===== config.mk =====
export PLATFORM = sky130hd
export DESIGN_NAME = qaw_status_answer
export DESIGN_NICKNAME = d
export VERILOG_FILES = /design/src/logic/qaw_pkg.sv /design/src/logic/qaw_flag.sv /design/src/logic/qaw_status_answer.sv
export SDC_FILE = /design/constraint.sdc
export NUM_CORES = 1
export LEC_CHECK = 0
export ABC_AREA = 1
export BUFFER_PORTS_ARGS = -buffer_cell sky130_fd_sc_hd__buf_4
export CORE_ASPECT_RATIO = 0.75
export CORE_MARGIN = 2
export CORE_UTILIZATION = 47
export DETAILED_ROUTE_END_ITERATION = 12
export PLACE_DENSITY_LB_ADDON = 0.12
export SLEW_MARGIN = 25
export SYNTH_ARGS = -nofsm -noshare
export SYNTH_HDL_FRONTEND = slang
export SYNTH_SLANG_ARGS = --single-unit

===== constraint.sdc =====
create_clock -name core_clk -period 1.4 [get_ports core_clk]
set_clock_uncertainty 0.15 [all_clocks]
set_input_delay 0.42 -clock core_clk [delete_from_list [all_inputs] [get_ports core_clk]]
set_output_delay 0.42 -clock core_clk [all_outputs]
set_load 0.01 [all_outputs]

===== src/logic/qaw_pkg.sv =====
// package for the q&a watchdog status and answer block
package qaw_pkg;
    localparam logic [1:0] QAW_CNT_INIT_M0 = 2'h3;
    localparam logic [1:0] QAW_CNT_INIT_M1 = 2'h1;
    localparam logic [2:0] QAW_SEQ_MIN = 3'h3;
    localparam logic [2:0] QAW_CYCLE_ANSW = 3'h4;
    localparam logic [7:0] QAW_ANSW_RST = 8'h00;
    localparam int QAW_BIT_FC = 7;
    localparam int QAW_BIT_CNT = 5;
    localparam int QAW_BIT_CHG = 4;
    localparam int QAW_BIT_ERR = 3;
    localparam int QAW_BIT_SEQ = 2;
    localparam int QAW_BIT_TO = 1;
    localparam int QAW_BIT_EARLY = 0;

    typedef enum logic [1:0] {
        QAW_WIN_CLOSED,
        QAW_WIN_RESP1,
        QAW_WIN_RESP2
    } qaw_window_e;

    typedef struct packed {
        logic [7:0] win1;
        logic [7:0] win2;
        logic [7:0] qa;
        logic mode;
    } qaw_cfg_s;
endpackage


===== src/logic/qaw_flag.sv =====
// one read-clear status flag, set wins over clear
`timescale 1ns/1ps
module qaw_flag
    import qaw_pkg::*;
#(
    parameter logic INIT = 1'b0
) (
    input wire logic core_clk,
    input wire logic nrst,
    input wire logic init,
    input wire logic set,
    input wire logic clr,
    output logic q_ff
);
    always_ff @(posedge core_clk or negedge nrst) begin
        if (!nrst) begin
            q_ff <= INIT;
        end else if (init) begin
            q_ff <= INIT;
        end else if (set) begin
            q_ff <= 1'b1;
        end else if (clr) begin
            q_ff <= 1'b0;
        end
    end
endmodule


===== src/logic/qaw_status_answer.sv =====
// q&a watchdog status register and answer register
`timescale 1ns/1ps
module qaw_status_answer
    import qaw_pkg::*;
(
    input wire logic core_clk,
    input wire logic nrst,
    input wire logic reset_state,
    input wire qaw_cfg_s cfg,
    input wire qaw_window_e window,
    input wire logic cycle_end,
    input wire logic [7:0] expected_answer_byte,
    input wire logic answer_wr,
    input wire logic [7:0] answer_byte,
    input wire logic status_rd,
    input wire logic fail_at_threshold,
    output logic [7:0] status_rdata_ff,
    output logic answer_valid_ff,
    output logic [7:0] answer_ff
);
    qaw_cfg_s cfg_ff;
    logic cfg_change;
    logic [1:0] answer_counter_ff;
    logic [2:0] resp1_cnt_ff;
    logic [2:0] total_cnt_ff;
    logic closed_cnt_ff;
    logic any_wrong_ff;
    logic wrong_now;
    logic [2:0] resp1_fin;
    logic [2:0] total_fin;
    logic closed_fin;
    logic wrong_fin;
    logic reinit;
    logic config_changed_flag;
    logic wrong_answer_flag;
    logic sequence_error_flag;
    logic timeout_flag;
    logic early_answer_flag;
    logic failure_count_flag;
    logic set_err;
    logic set_seq;
    logic set_to;
    logic set_early;
    logic [7:0] nxt_status_rdata;

    // shadow copy of the config; any difference is a change
    assign cfg_change = (cfg != cfg_ff);
    // a mode change restarts the cycle bookkeeping like reset does
    assign reinit = reset_state || (cfg.mode != cfg_ff.mode);
    assign wrong_now = answer_wr && (answer_byte != expected_answer_byte);

    always_ff @(posedge core_clk or negedge nrst) begin
        if (!nrst) begin
            cfg_ff <= '0;
        end else begin
            cfg_ff <= cfg;
        end
    end

    // answer register; not read back
    always_ff @(posedge core_clk or negedge nrst) begin
        if (!nrst) begin
            answer_ff <= QAW_ANSW_RST;
        end else if (reset_state) begin
            answer_ff <= QAW_ANSW_RST;
        end else if (answer_wr) begin
            answer_ff <= answer_byte;
        end
    end

    // strobe echo, one cycle after the write
    always_ff @(posedge core_clk or negedge nrst) begin
        if (!nrst) begin
            answer_valid_ff <= 1'b0;
        end else if (reset_state) begin
            answer_valid_ff <= 1'b0;
        end else begin
            answer_valid_ff <= answer_wr;
        end
    end

    always_ff @(posedge core_clk or negedge nrst) begin
        if (!nrst) begin
            answer_counter_ff <= QAW_CNT_INIT_M0;
        end else if (reinit) begin
            answer_counter_ff <= cfg.mode ? QAW_CNT_INIT_M1 : QAW_CNT_INIT_M0;
        end else if (answer_wr) begin
            answer_counter_ff <= answer_counter_ff + 2'h1;
        end
    end

    // counts include an answer landing in the cycle-end clock;
    // they saturate so runaway writes never wrap to a clean count
    assign resp1_fin = (resp1_cnt_ff == 3'h7) ? 3'h7
        : resp1_cnt_ff + {2'h0, answer_wr && window == QAW_WIN_RESP1};
    assign total_fin = (total_cnt_ff == 3'h7) ? 3'h7
        : total_cnt_ff + {2'h0, answer_wr};
    assign closed_fin = closed_cnt_ff
        || (answer_wr && window == QAW_WIN_CLOSED);
    assign wrong_fin = any_wrong_ff || wrong_now;

    always_ff @(posedge core_clk or negedge nrst) begin
        if (!nrst) begin
            resp1_cnt_ff <= 3'h0;
        end else if (reinit || cycle_end) begin
            resp1_cnt_ff <= 3'h0;
        end else begin
            resp1_cnt_ff <= resp1_fin;
        end
    end

    always_ff @(posedge core_clk or negedge nrst) begin
        if (!nrst) begin
            total_cnt_ff <= 3'h0;
        end else if (reinit || cycle_end) begin
            total_cnt_ff <= 3'h0;
        end else begin
            total_cnt_ff <= total_fin;
        end
    end

    always_ff @(posedge core_clk or negedge nrst) begin
        if (!nrst) begin
            closed_cnt_ff <= 1'b0;
        end else if (reinit || cycle_end) begin
            closed_cnt_ff <= 1'b0;
        end else begin
            closed_cnt_ff <= closed_fin;
        end
    end

    always_ff @(posedge core_clk or negedge nrst) begin
        if (!nrst) begin
            any_wrong_ff <= 1'b0;
        end else if (reinit || cycle_end) begin
            any_wrong_ff <= 1'b0;
        end else begin
            any_wrong_ff <= wrong_fin;
        end
    end

    assign set_err = cycle_end && wrong_fin;
    assign set_seq = cycle_end && !cfg.mode
        && resp1_fin < QAW_SEQ_MIN;
    assign set_to = cycle_end && (cfg.mode ? total_fin == 3'h0
        : total_fin < QAW_CYCLE_ANSW);
    assign set_early = cycle_end && (cfg.mode ? closed_fin
        : resp1_fin >= QAW_CYCLE_ANSW);

    // change flag restarts only on reset state, so a mode change shows
    qaw_flag #(.INIT(1'b0)) u_chg (
        .core_clk(core_clk),
        .nrst(nrst),
        .init(reset_state),
        .set(cfg_change),
        .clr(status_rd),
        .q_ff(config_changed_flag)
    );
    qaw_flag #(.INIT(1'b0)) u_err (
        .core_clk(core_clk),
        .nrst(nrst),
        .init(reinit),
        .set(set_err),
        .clr(status_rd),
        .q_ff(wrong_answer_flag)
    );
    qaw_flag #(.INIT(1'b0)) u_seq (
        .core_clk(core_clk),
        .nrst(nrst),
        .init(reinit),
        .set(set_seq),
        .clr(status_rd),
        .q_ff(sequence_error_flag)
    );
    qaw_flag #(.INIT(1'b0)) u_to (
        .core_clk(core_clk),
        .nrst(nrst),
        .init(reinit),
        .set(set_to),
        .clr(status_rd),
        .q_ff(timeout_flag)
    );
    qaw_flag #(.INIT(1'b0)) u_early (
        .core_clk(core_clk),
        .nrst(nrst),
        .init(reinit),
        .set(set_early),
        .clr(status_rd),
        .q_ff(early_answer_flag)
    );

    // bit 7 is 1 while below threshold; 0 is sticky until read below it
    always_ff @(posedge core_clk or negedge nrst) begin
        if (!nrst) begin
            failure_count_flag <= 1'b1;
        end else if (fail_at_threshold) begin
            failure_count_flag <= 1'b0;
        end else if (status_rd) begin
            failure_count_flag <= 1'b1;
        end
    end

    always_comb begin
        nxt_status_rdata = 8'h00;
        nxt_status_rdata[QAW_BIT_FC] = failure_count_flag;
        nxt_status_rdata[QAW_BIT_CNT +: 2] = answer_counter_ff;
        nxt_status_rdata[QAW_BIT_CHG] = config_changed_flag;
        nxt_status_rdata[QAW_BIT_ERR] = wrong_answer_flag;
        nxt_status_rdata[QAW_BIT_SEQ] = sequence_error_flag;
        nxt_status_rdata[QAW_BIT_TO] = timeout_flag;
        nxt_status_rdata[QAW_BIT_EARLY] = early_answer_flag;
    end

    // data captured pre-clear, one cycle after the read strobe
    always_ff @(posedge core_clk or negedge nrst) begin
        if (!nrst) begin
            status_rdata_ff <= 8'h00;
        end else if (status_rd) begin
            status_rdata_ff <= nxt_status_rdata;
        end
    end
endmodule


Word level (Yosys, flattened, before mapping)
Cells that the tools add are included.
W data, S select, Z words.
{"block": "op_classes", "add_sub_neg": 3, "n_mul": 0, "div": 0, "order_cmp": 3, "eq_ne": 6, "n_shift": 0, "mux": 27, "bitwise_logic": 0, "reduce_logical": 23}
{"operator": "$ne A25 B25 Y1", "n": 1}
{"operator": "$mux W1", "n": 18}
{"operator": "$mux W8", "n": 2}
{"operator": "$reduce_bool A3 Y1", "n": 5}
{"operator": "$mux W3", "n": 4}
{"operator": "$logic_and A1 B1 Y1", "n": 8}
{"operator": "$ne A8 B8 Y1", "n": 1}
{"operator": "$add A3 B1 Y3", "n": 2}
{"operator": "$eq A3 B3 Y1 const B", "n": 2}
{"operator": "$mux W2", "n": 3}
{"operator": "$reduce_bool A2 Y1", "n": 3}
{"operator": "$logic_or A1 B1 Y1", "n": 4}
{"operator": "$ge A3 B3 Y1 const B", "n": 1}
{"operator": "$logic_not A3 Y1", "n": 1}
{"operator": "$lt A3 B2 Y1 const B", "n": 1}
{"operator": "$lt A3 B3 Y1 const B", "n": 1}
{"operator": "$add A2 B1 Y2 const B", "n": 1}
{"operator": "$eq A2 B1 Y1 const B", "n": 1}
{"operator": "$logic_not A2 Y1", "n": 1}
{"operator": "$logic_not A1 Y1", "n": 1}
{"operator": "$ne A1 B1 Y1", "n": 1}
{"block": "totals", "regBits": 58, "latchBits": 0, "mem_bits_rw": 0, "rom_bits": 0, "output_inout_bits": 17, "mem_count": 0}

Logic depth before layout (Yosys ltp)
{"block": "depth", "ltp_word": 9, "ltp_mapped": 10}

Hierarchy
Synthesis repeated with hierarchy kept, for this count alone.
{"block": "hier_totals", "hier_cells": 251, "area_unflattened_um2": 2486.1}
{"mod": "qaw_status_answer", "instances": 1, "cells_per_inst": 226, "area_each_um2": 2260.9, "seq_area_each_um2": 1330.0}
{"mod": "qaw_flag", "instances": 5, "cells_per_inst": 5, "area_each_um2": 45.0, "seq_area_each_um2": 25.0}

Least setup slack after synthesis
No wires, ideal clock.
{"block": "synth_timing", "path_type": "input to register", "from": "input port answer_wr", "to": "register u_seq.q_ff", "setup_ns": 0.078, "arrival_time_ns": 1.374, "required_time_ns": 1.172, "setup_slack_ns": -0.201, "cell_stages": 9, "n_path_buf": 0, "path_cell_list": "nand2_1 -> nor2_1 -> ha_1 -> ha_1 -> xnor2_1 -> nand2_1 -> nor2_1 -> o2111ai_1 -> a21oi_1"}
{"block": "synth_via", "elab_chain_len": 7}
{"item": "start, declared", "line": "qaw_status_answer.sv:13", "source": "input wire logic answer_wr,"}
{"item": "$logic_and A1 B1 Y1 *", "line": "qaw_status_answer.sv:95", "source": ": resp1_cnt_ff + {2'h0, answer_wr && window == QAW_WIN_RESP1};"}
{"item": "$add A3 B1 Y3 *", "line": "qaw_status_answer.sv:95"}
{"item": "$mux W3 *", "line": "qaw_status_answer.sv:94", "source": "assign resp1_fin = (resp1_cnt_ff == 3'h7) ? 3'h7"}
{"item": "$lt A3 B2 Y1 *", "line": "qaw_status_answer.sv:144", "source": "&& resp1_fin < QAW_SEQ_MIN;"}
{"item": "$logic_and A1 B1 Y1 *", "line": "qaw_status_answer.sv:144"}
{"item": "$mux W1", "line": "qaw_flag.sv:20", "source": "end else if (set) begin"}
{"item": "$mux W1", "line": "qaw_flag.sv:18", "source": "end else if (init) begin"}
{"item": "end signal, assigned", "line": "qaw_flag.sv:17", "source": "q_ff <= INIT;"}
{"item": "end signal, assigned", "line": "qaw_flag.sv:19", "source": "q_ff <= INIT;"}
{"item": "end signal, assigned", "line": "qaw_flag.sv:21", "source": "q_ff <= 1'b1;"}
{"item": "end, declared", "line": "qaw_flag.sv:13", "source": "output logic q_ff"}
Every way passes the cells marked *; elsewhere a longest branch is shown, timed or not.
A chain may end at the register's enable or synchronous reset.

Worst setup path after layout
{"block": "layout_timing", "from": "register resp1_cnt_ff[0]", "to": "register u_seq.q_ff"}
{"block": "layout_via", "elab_chain_len": 6}
{"item": "start, declared", "line": "qaw_status_answer.sv:24", "source": "logic [2:0] resp1_cnt_ff;"}
{"item": "start signal, assigned", "line": "qaw_status_answer.sv:108", "source": "resp1_cnt_ff <= resp1_fin;"}
{"item": "$add A3 B1 Y3 or $eq A3 B3 Y1 (tied branches)", "line": "qaw_status_answer.sv:95, qaw_status_answer.sv:94"}
{"item": "$mux W3 *", "line": "qaw_status_answer.sv:94"}
{"item": "$lt A3 B2 Y1 *", "line": "qaw_status_answer.sv:144"}
{"item": "$logic_and A1 B1 Y1 *", "line": "qaw_status_answer.sv:144"}
{"item": "$mux W1", "line": "qaw_flag.sv:20"}
{"item": "$mux W1", "line": "qaw_flag.sv:18"}
Marked as above.

==> results.ini <==
[die]
rows = 22
core_um2 = 5010
die_h_um = 67.1
fp.dieW_um = 88.1
ios = 67
initial_core_util = 0.498
die_area_um2 = 5910

[cells_and_area]
fillers = 423
antennaDiodeCount = 0
nNetsFinal = 437
seqCellArea_um2 = 1460
multi_input_area_um2 = 957
drive_gt1_frac = 0.340
layout_common_cells = 80 x nand2_1, 80 x buf_4, 55 x dfrtp_1, 38 x inv_1, 18 x nor2_1
syn_to_final_growth_pct = 48.0

[yosys]
ys_top_cells_by_area = dfrtp_1 55%, nand2_1 12%, inv_1 5.7%
syn_avg_cell_area_um2 = 9.03
ys_types = 23
ys_ff_latch = 58
ys_dominant_reg_cell = dfrtp_1
syn-num-nets = 330
synthCells = 276
synth_area_um2 = 2490
synth_top_area_cell = dfrtp_1
yosysWarnings = 0
synth_edf_count = 0
synthArstFlopShare = 1.00
synth_top_area_frac = 0.552
yosysSeqAreaShare = 0.584

[cts]
insertion_delay_ps = 330
cts_root_buffer = clkbuf_8
htreeDepth = 3
cts.clk_slew.worst_paths_ps = 70
cts_tree = yes
cts_sinks = 58
cts_buffers = 9
clock_path_buffers = 2

[power]
combPwrFrac = 0.138
pwr-share-seq = 0.446
p_switching_mw = 0.949
switching_share = 0.234
p_total_mw = 4.07
peakVddDrop_mv = 0.565
p_per_area_nw_per_um2 = 1100
p_int_mw = 3.12
p_clk_frac = 0.416
leakage_nw = 1.93

[setup_path]
worstPathRequired_ps = 1510
path_cells = ha_2 -> ha_4 -> xnor2_2 -> nand2_1 -> nor2_1 -> o2111ai_1 -> a21oi_1
r2r_slack_ps = -150
critical_path.max_fanout = 2
crit_slowest_cell = dfrtp_1
cp-start-kind = register
crit_path_end_kind = register
arrival_ps = 1660
critPathKind = reg -> reg
r2r_start = resp1_cnt_ff[0]
cpPeakStageDelay_ps = 400
crit_start = resp1_cnt_ff[0]

[route]
vias_per_cell = 4.57
m1WireLength_mm = 2.48
drc = 0
highest_layer = met4
dr_wl_met3_um = 372
drtPass1Iterations = 4
via_count = 2101
postRouteAntennaNets = 0
drt_wl_total_mm = 5.49
wl_met2_mm = 2.58
drt_iter0_markers = 54
wl_per_cell_um = 11.9

[grt]
grt_pass1_wl_mm = 9.36
grt_pass1_vias = 2116
track_usage = 0.216
antenna_found_initial = 0
grt_max_degree = 23
gr-total-overflow = 0

[sta]
max_clock_freq_ghz = 0.646
setup_viol = 21
period_share = 1.11
rsz0062_at_grt = true
slew_headroom = 0.800
worst_pin_slew_ps = 300
worst_slack_ps = -149
finalCriticalPeriod_ps = 1550
drv_slew = 0
hold_violations = 0

[placement]
portBuffers = 66
preCtsSetupSlack_ps = -379
dp_hpwl_mm = 4.03
gp_congestion = 0.816

[outcome]
violations = setup timing
status = finished with violations

[job]
maxCapViolCount = 0

[min_path]
hold_path.class = in -> reg
hold_path_startpoint = fail_at_threshold

## worst max-delay path: cells and delay by family, from the launching register on
family / cells / cell delay, ps
flip-flops: 1 / 400
adder cells (fa/ha/maj): 2 / 370
AO/OA/AOI/OAI: 2 / 250
AND/OR/NAND/NOR: 2 / 170
XOR/XNOR: 1 / 130
## final timing paths
check / endpoint / cells after the start
setup reg to reg: u_seq.q_ff / 7
hold reg to reg: failure_count_flag / 2
hold / removal: failure_count_flag / 2
max in group asynchronous: cfg_ff[23] / 3
setup / recovery: u_seq.q_ff / 7
min in group asynchronous: cfg_ff[10] / 2
## through the flow
| stage | hold WS [ps] | cell area (um2) | setup TNS [ps] | std cells | utilization |
|---|---|---|---|---|---|
| 2_1_floorplan | -25.6 | 2550 | -310 | 276 | - |
| 3_3_place_gp | 187 | 3290 | -2430 | 433 | 0.657 |
| 3_5_place_dp | 184 | 3290 | -2700 | 433 | 0.657 |
| 4_1_cts | 35.8 | 3620 | -943 | 454 | 0.723 |
| 5_1_grt | 28.7 | 3690 | -2060 | 460 | 0.737 |
| 6_report | 48.1 | 3690 | -841 | 460 | 0.737 |
## registers in the layout, indices dropped and copies added, names as in the netlist
name                flops
cfg_ff                 25
answer_ff               8
status_rdata_ff         8
resp1_cnt_ff            3
total_cnt_ff            3
answer_counter_ff       2
answer_valid_ff         1
any_wrong_ff            1
closed_cnt_ff           1
failure_count_flag      1
u_chg.q_ff              1
u_early.q_ff            1
u_err.q_ff              1
u_seq.q_ff              1
u_to.q_ff               1
## synthesized netlist by cell type, drive strengths merged, types with 2 or more instances
| cell type | number |
|---|---|
| a21oi | 12 |
| clkbuf | 2 |
| dfrtp | 55 |
| dfstp | 3 |
| ha | 4 |
| inv | 39 |
| nand2 | 82 |
| nand3 | 15 |
| nor2 | 19 |
| nor3 | 3 |
| o211ai | 2 |
| o21ai | 15 |
| o22ai | 4 |
| xnor2 | 7 |
| xor2 | 9 |
## routing by layer
layer	vias to the layer above	GRT usage
met1	959	0.268
met3	5	0.0979
met4	0	0.0739
met2	56	0.336
li1	1081	-
met5	-	0
## timing repair
| item | CTS | global route |
|---|---|---|
| setup buffers | 4 | 6 |
| pin swaps | 3 | 6 |
| gates resized for setup | 19 | 5 |
| hold buffers | 1 | 0 |
| cloned | 0 | 0 |
| setup endpoints to repair | 22 | 26 |
| endpoints found under the hold margin | 16 | 0 |
## layout make-up
class	instances	area share
clock buffer	11	0.0383
tap	72	0.0244
multi-input combinational	176	0.259
sequential	58	0.394
timing repair buffer	99	0.223
inverter	39	0.0397
clock inverter	5	0.0210
## kinds of logic after synthesis
logic type | count (synthesis) | synth area share
AO/OA/AOI/OAI | 35 | 0.0763
XOR/XNOR | 16 | 0.0592
adder cells (fa/ha/maj) | 4 | 0.0201
buffers and inverters | 42 | 0.0663
flip-flops | 58 | 0.584
AND/OR/NAND/NOR | 121 | 0.194
## power groups by stage
stage                     combinational [mW]  clock, mW  sequential, mW
after floorplan                        0.187          0            1.85
after detailed placement               0.511          0            1.84
final                                  0.561       1.69            1.81
after global placement                 0.501          0            1.83
after global routing                   0.630       1.81            1.82
after CTS                              0.544       1.72            1.81
Power figures use the tool's default switching activity.
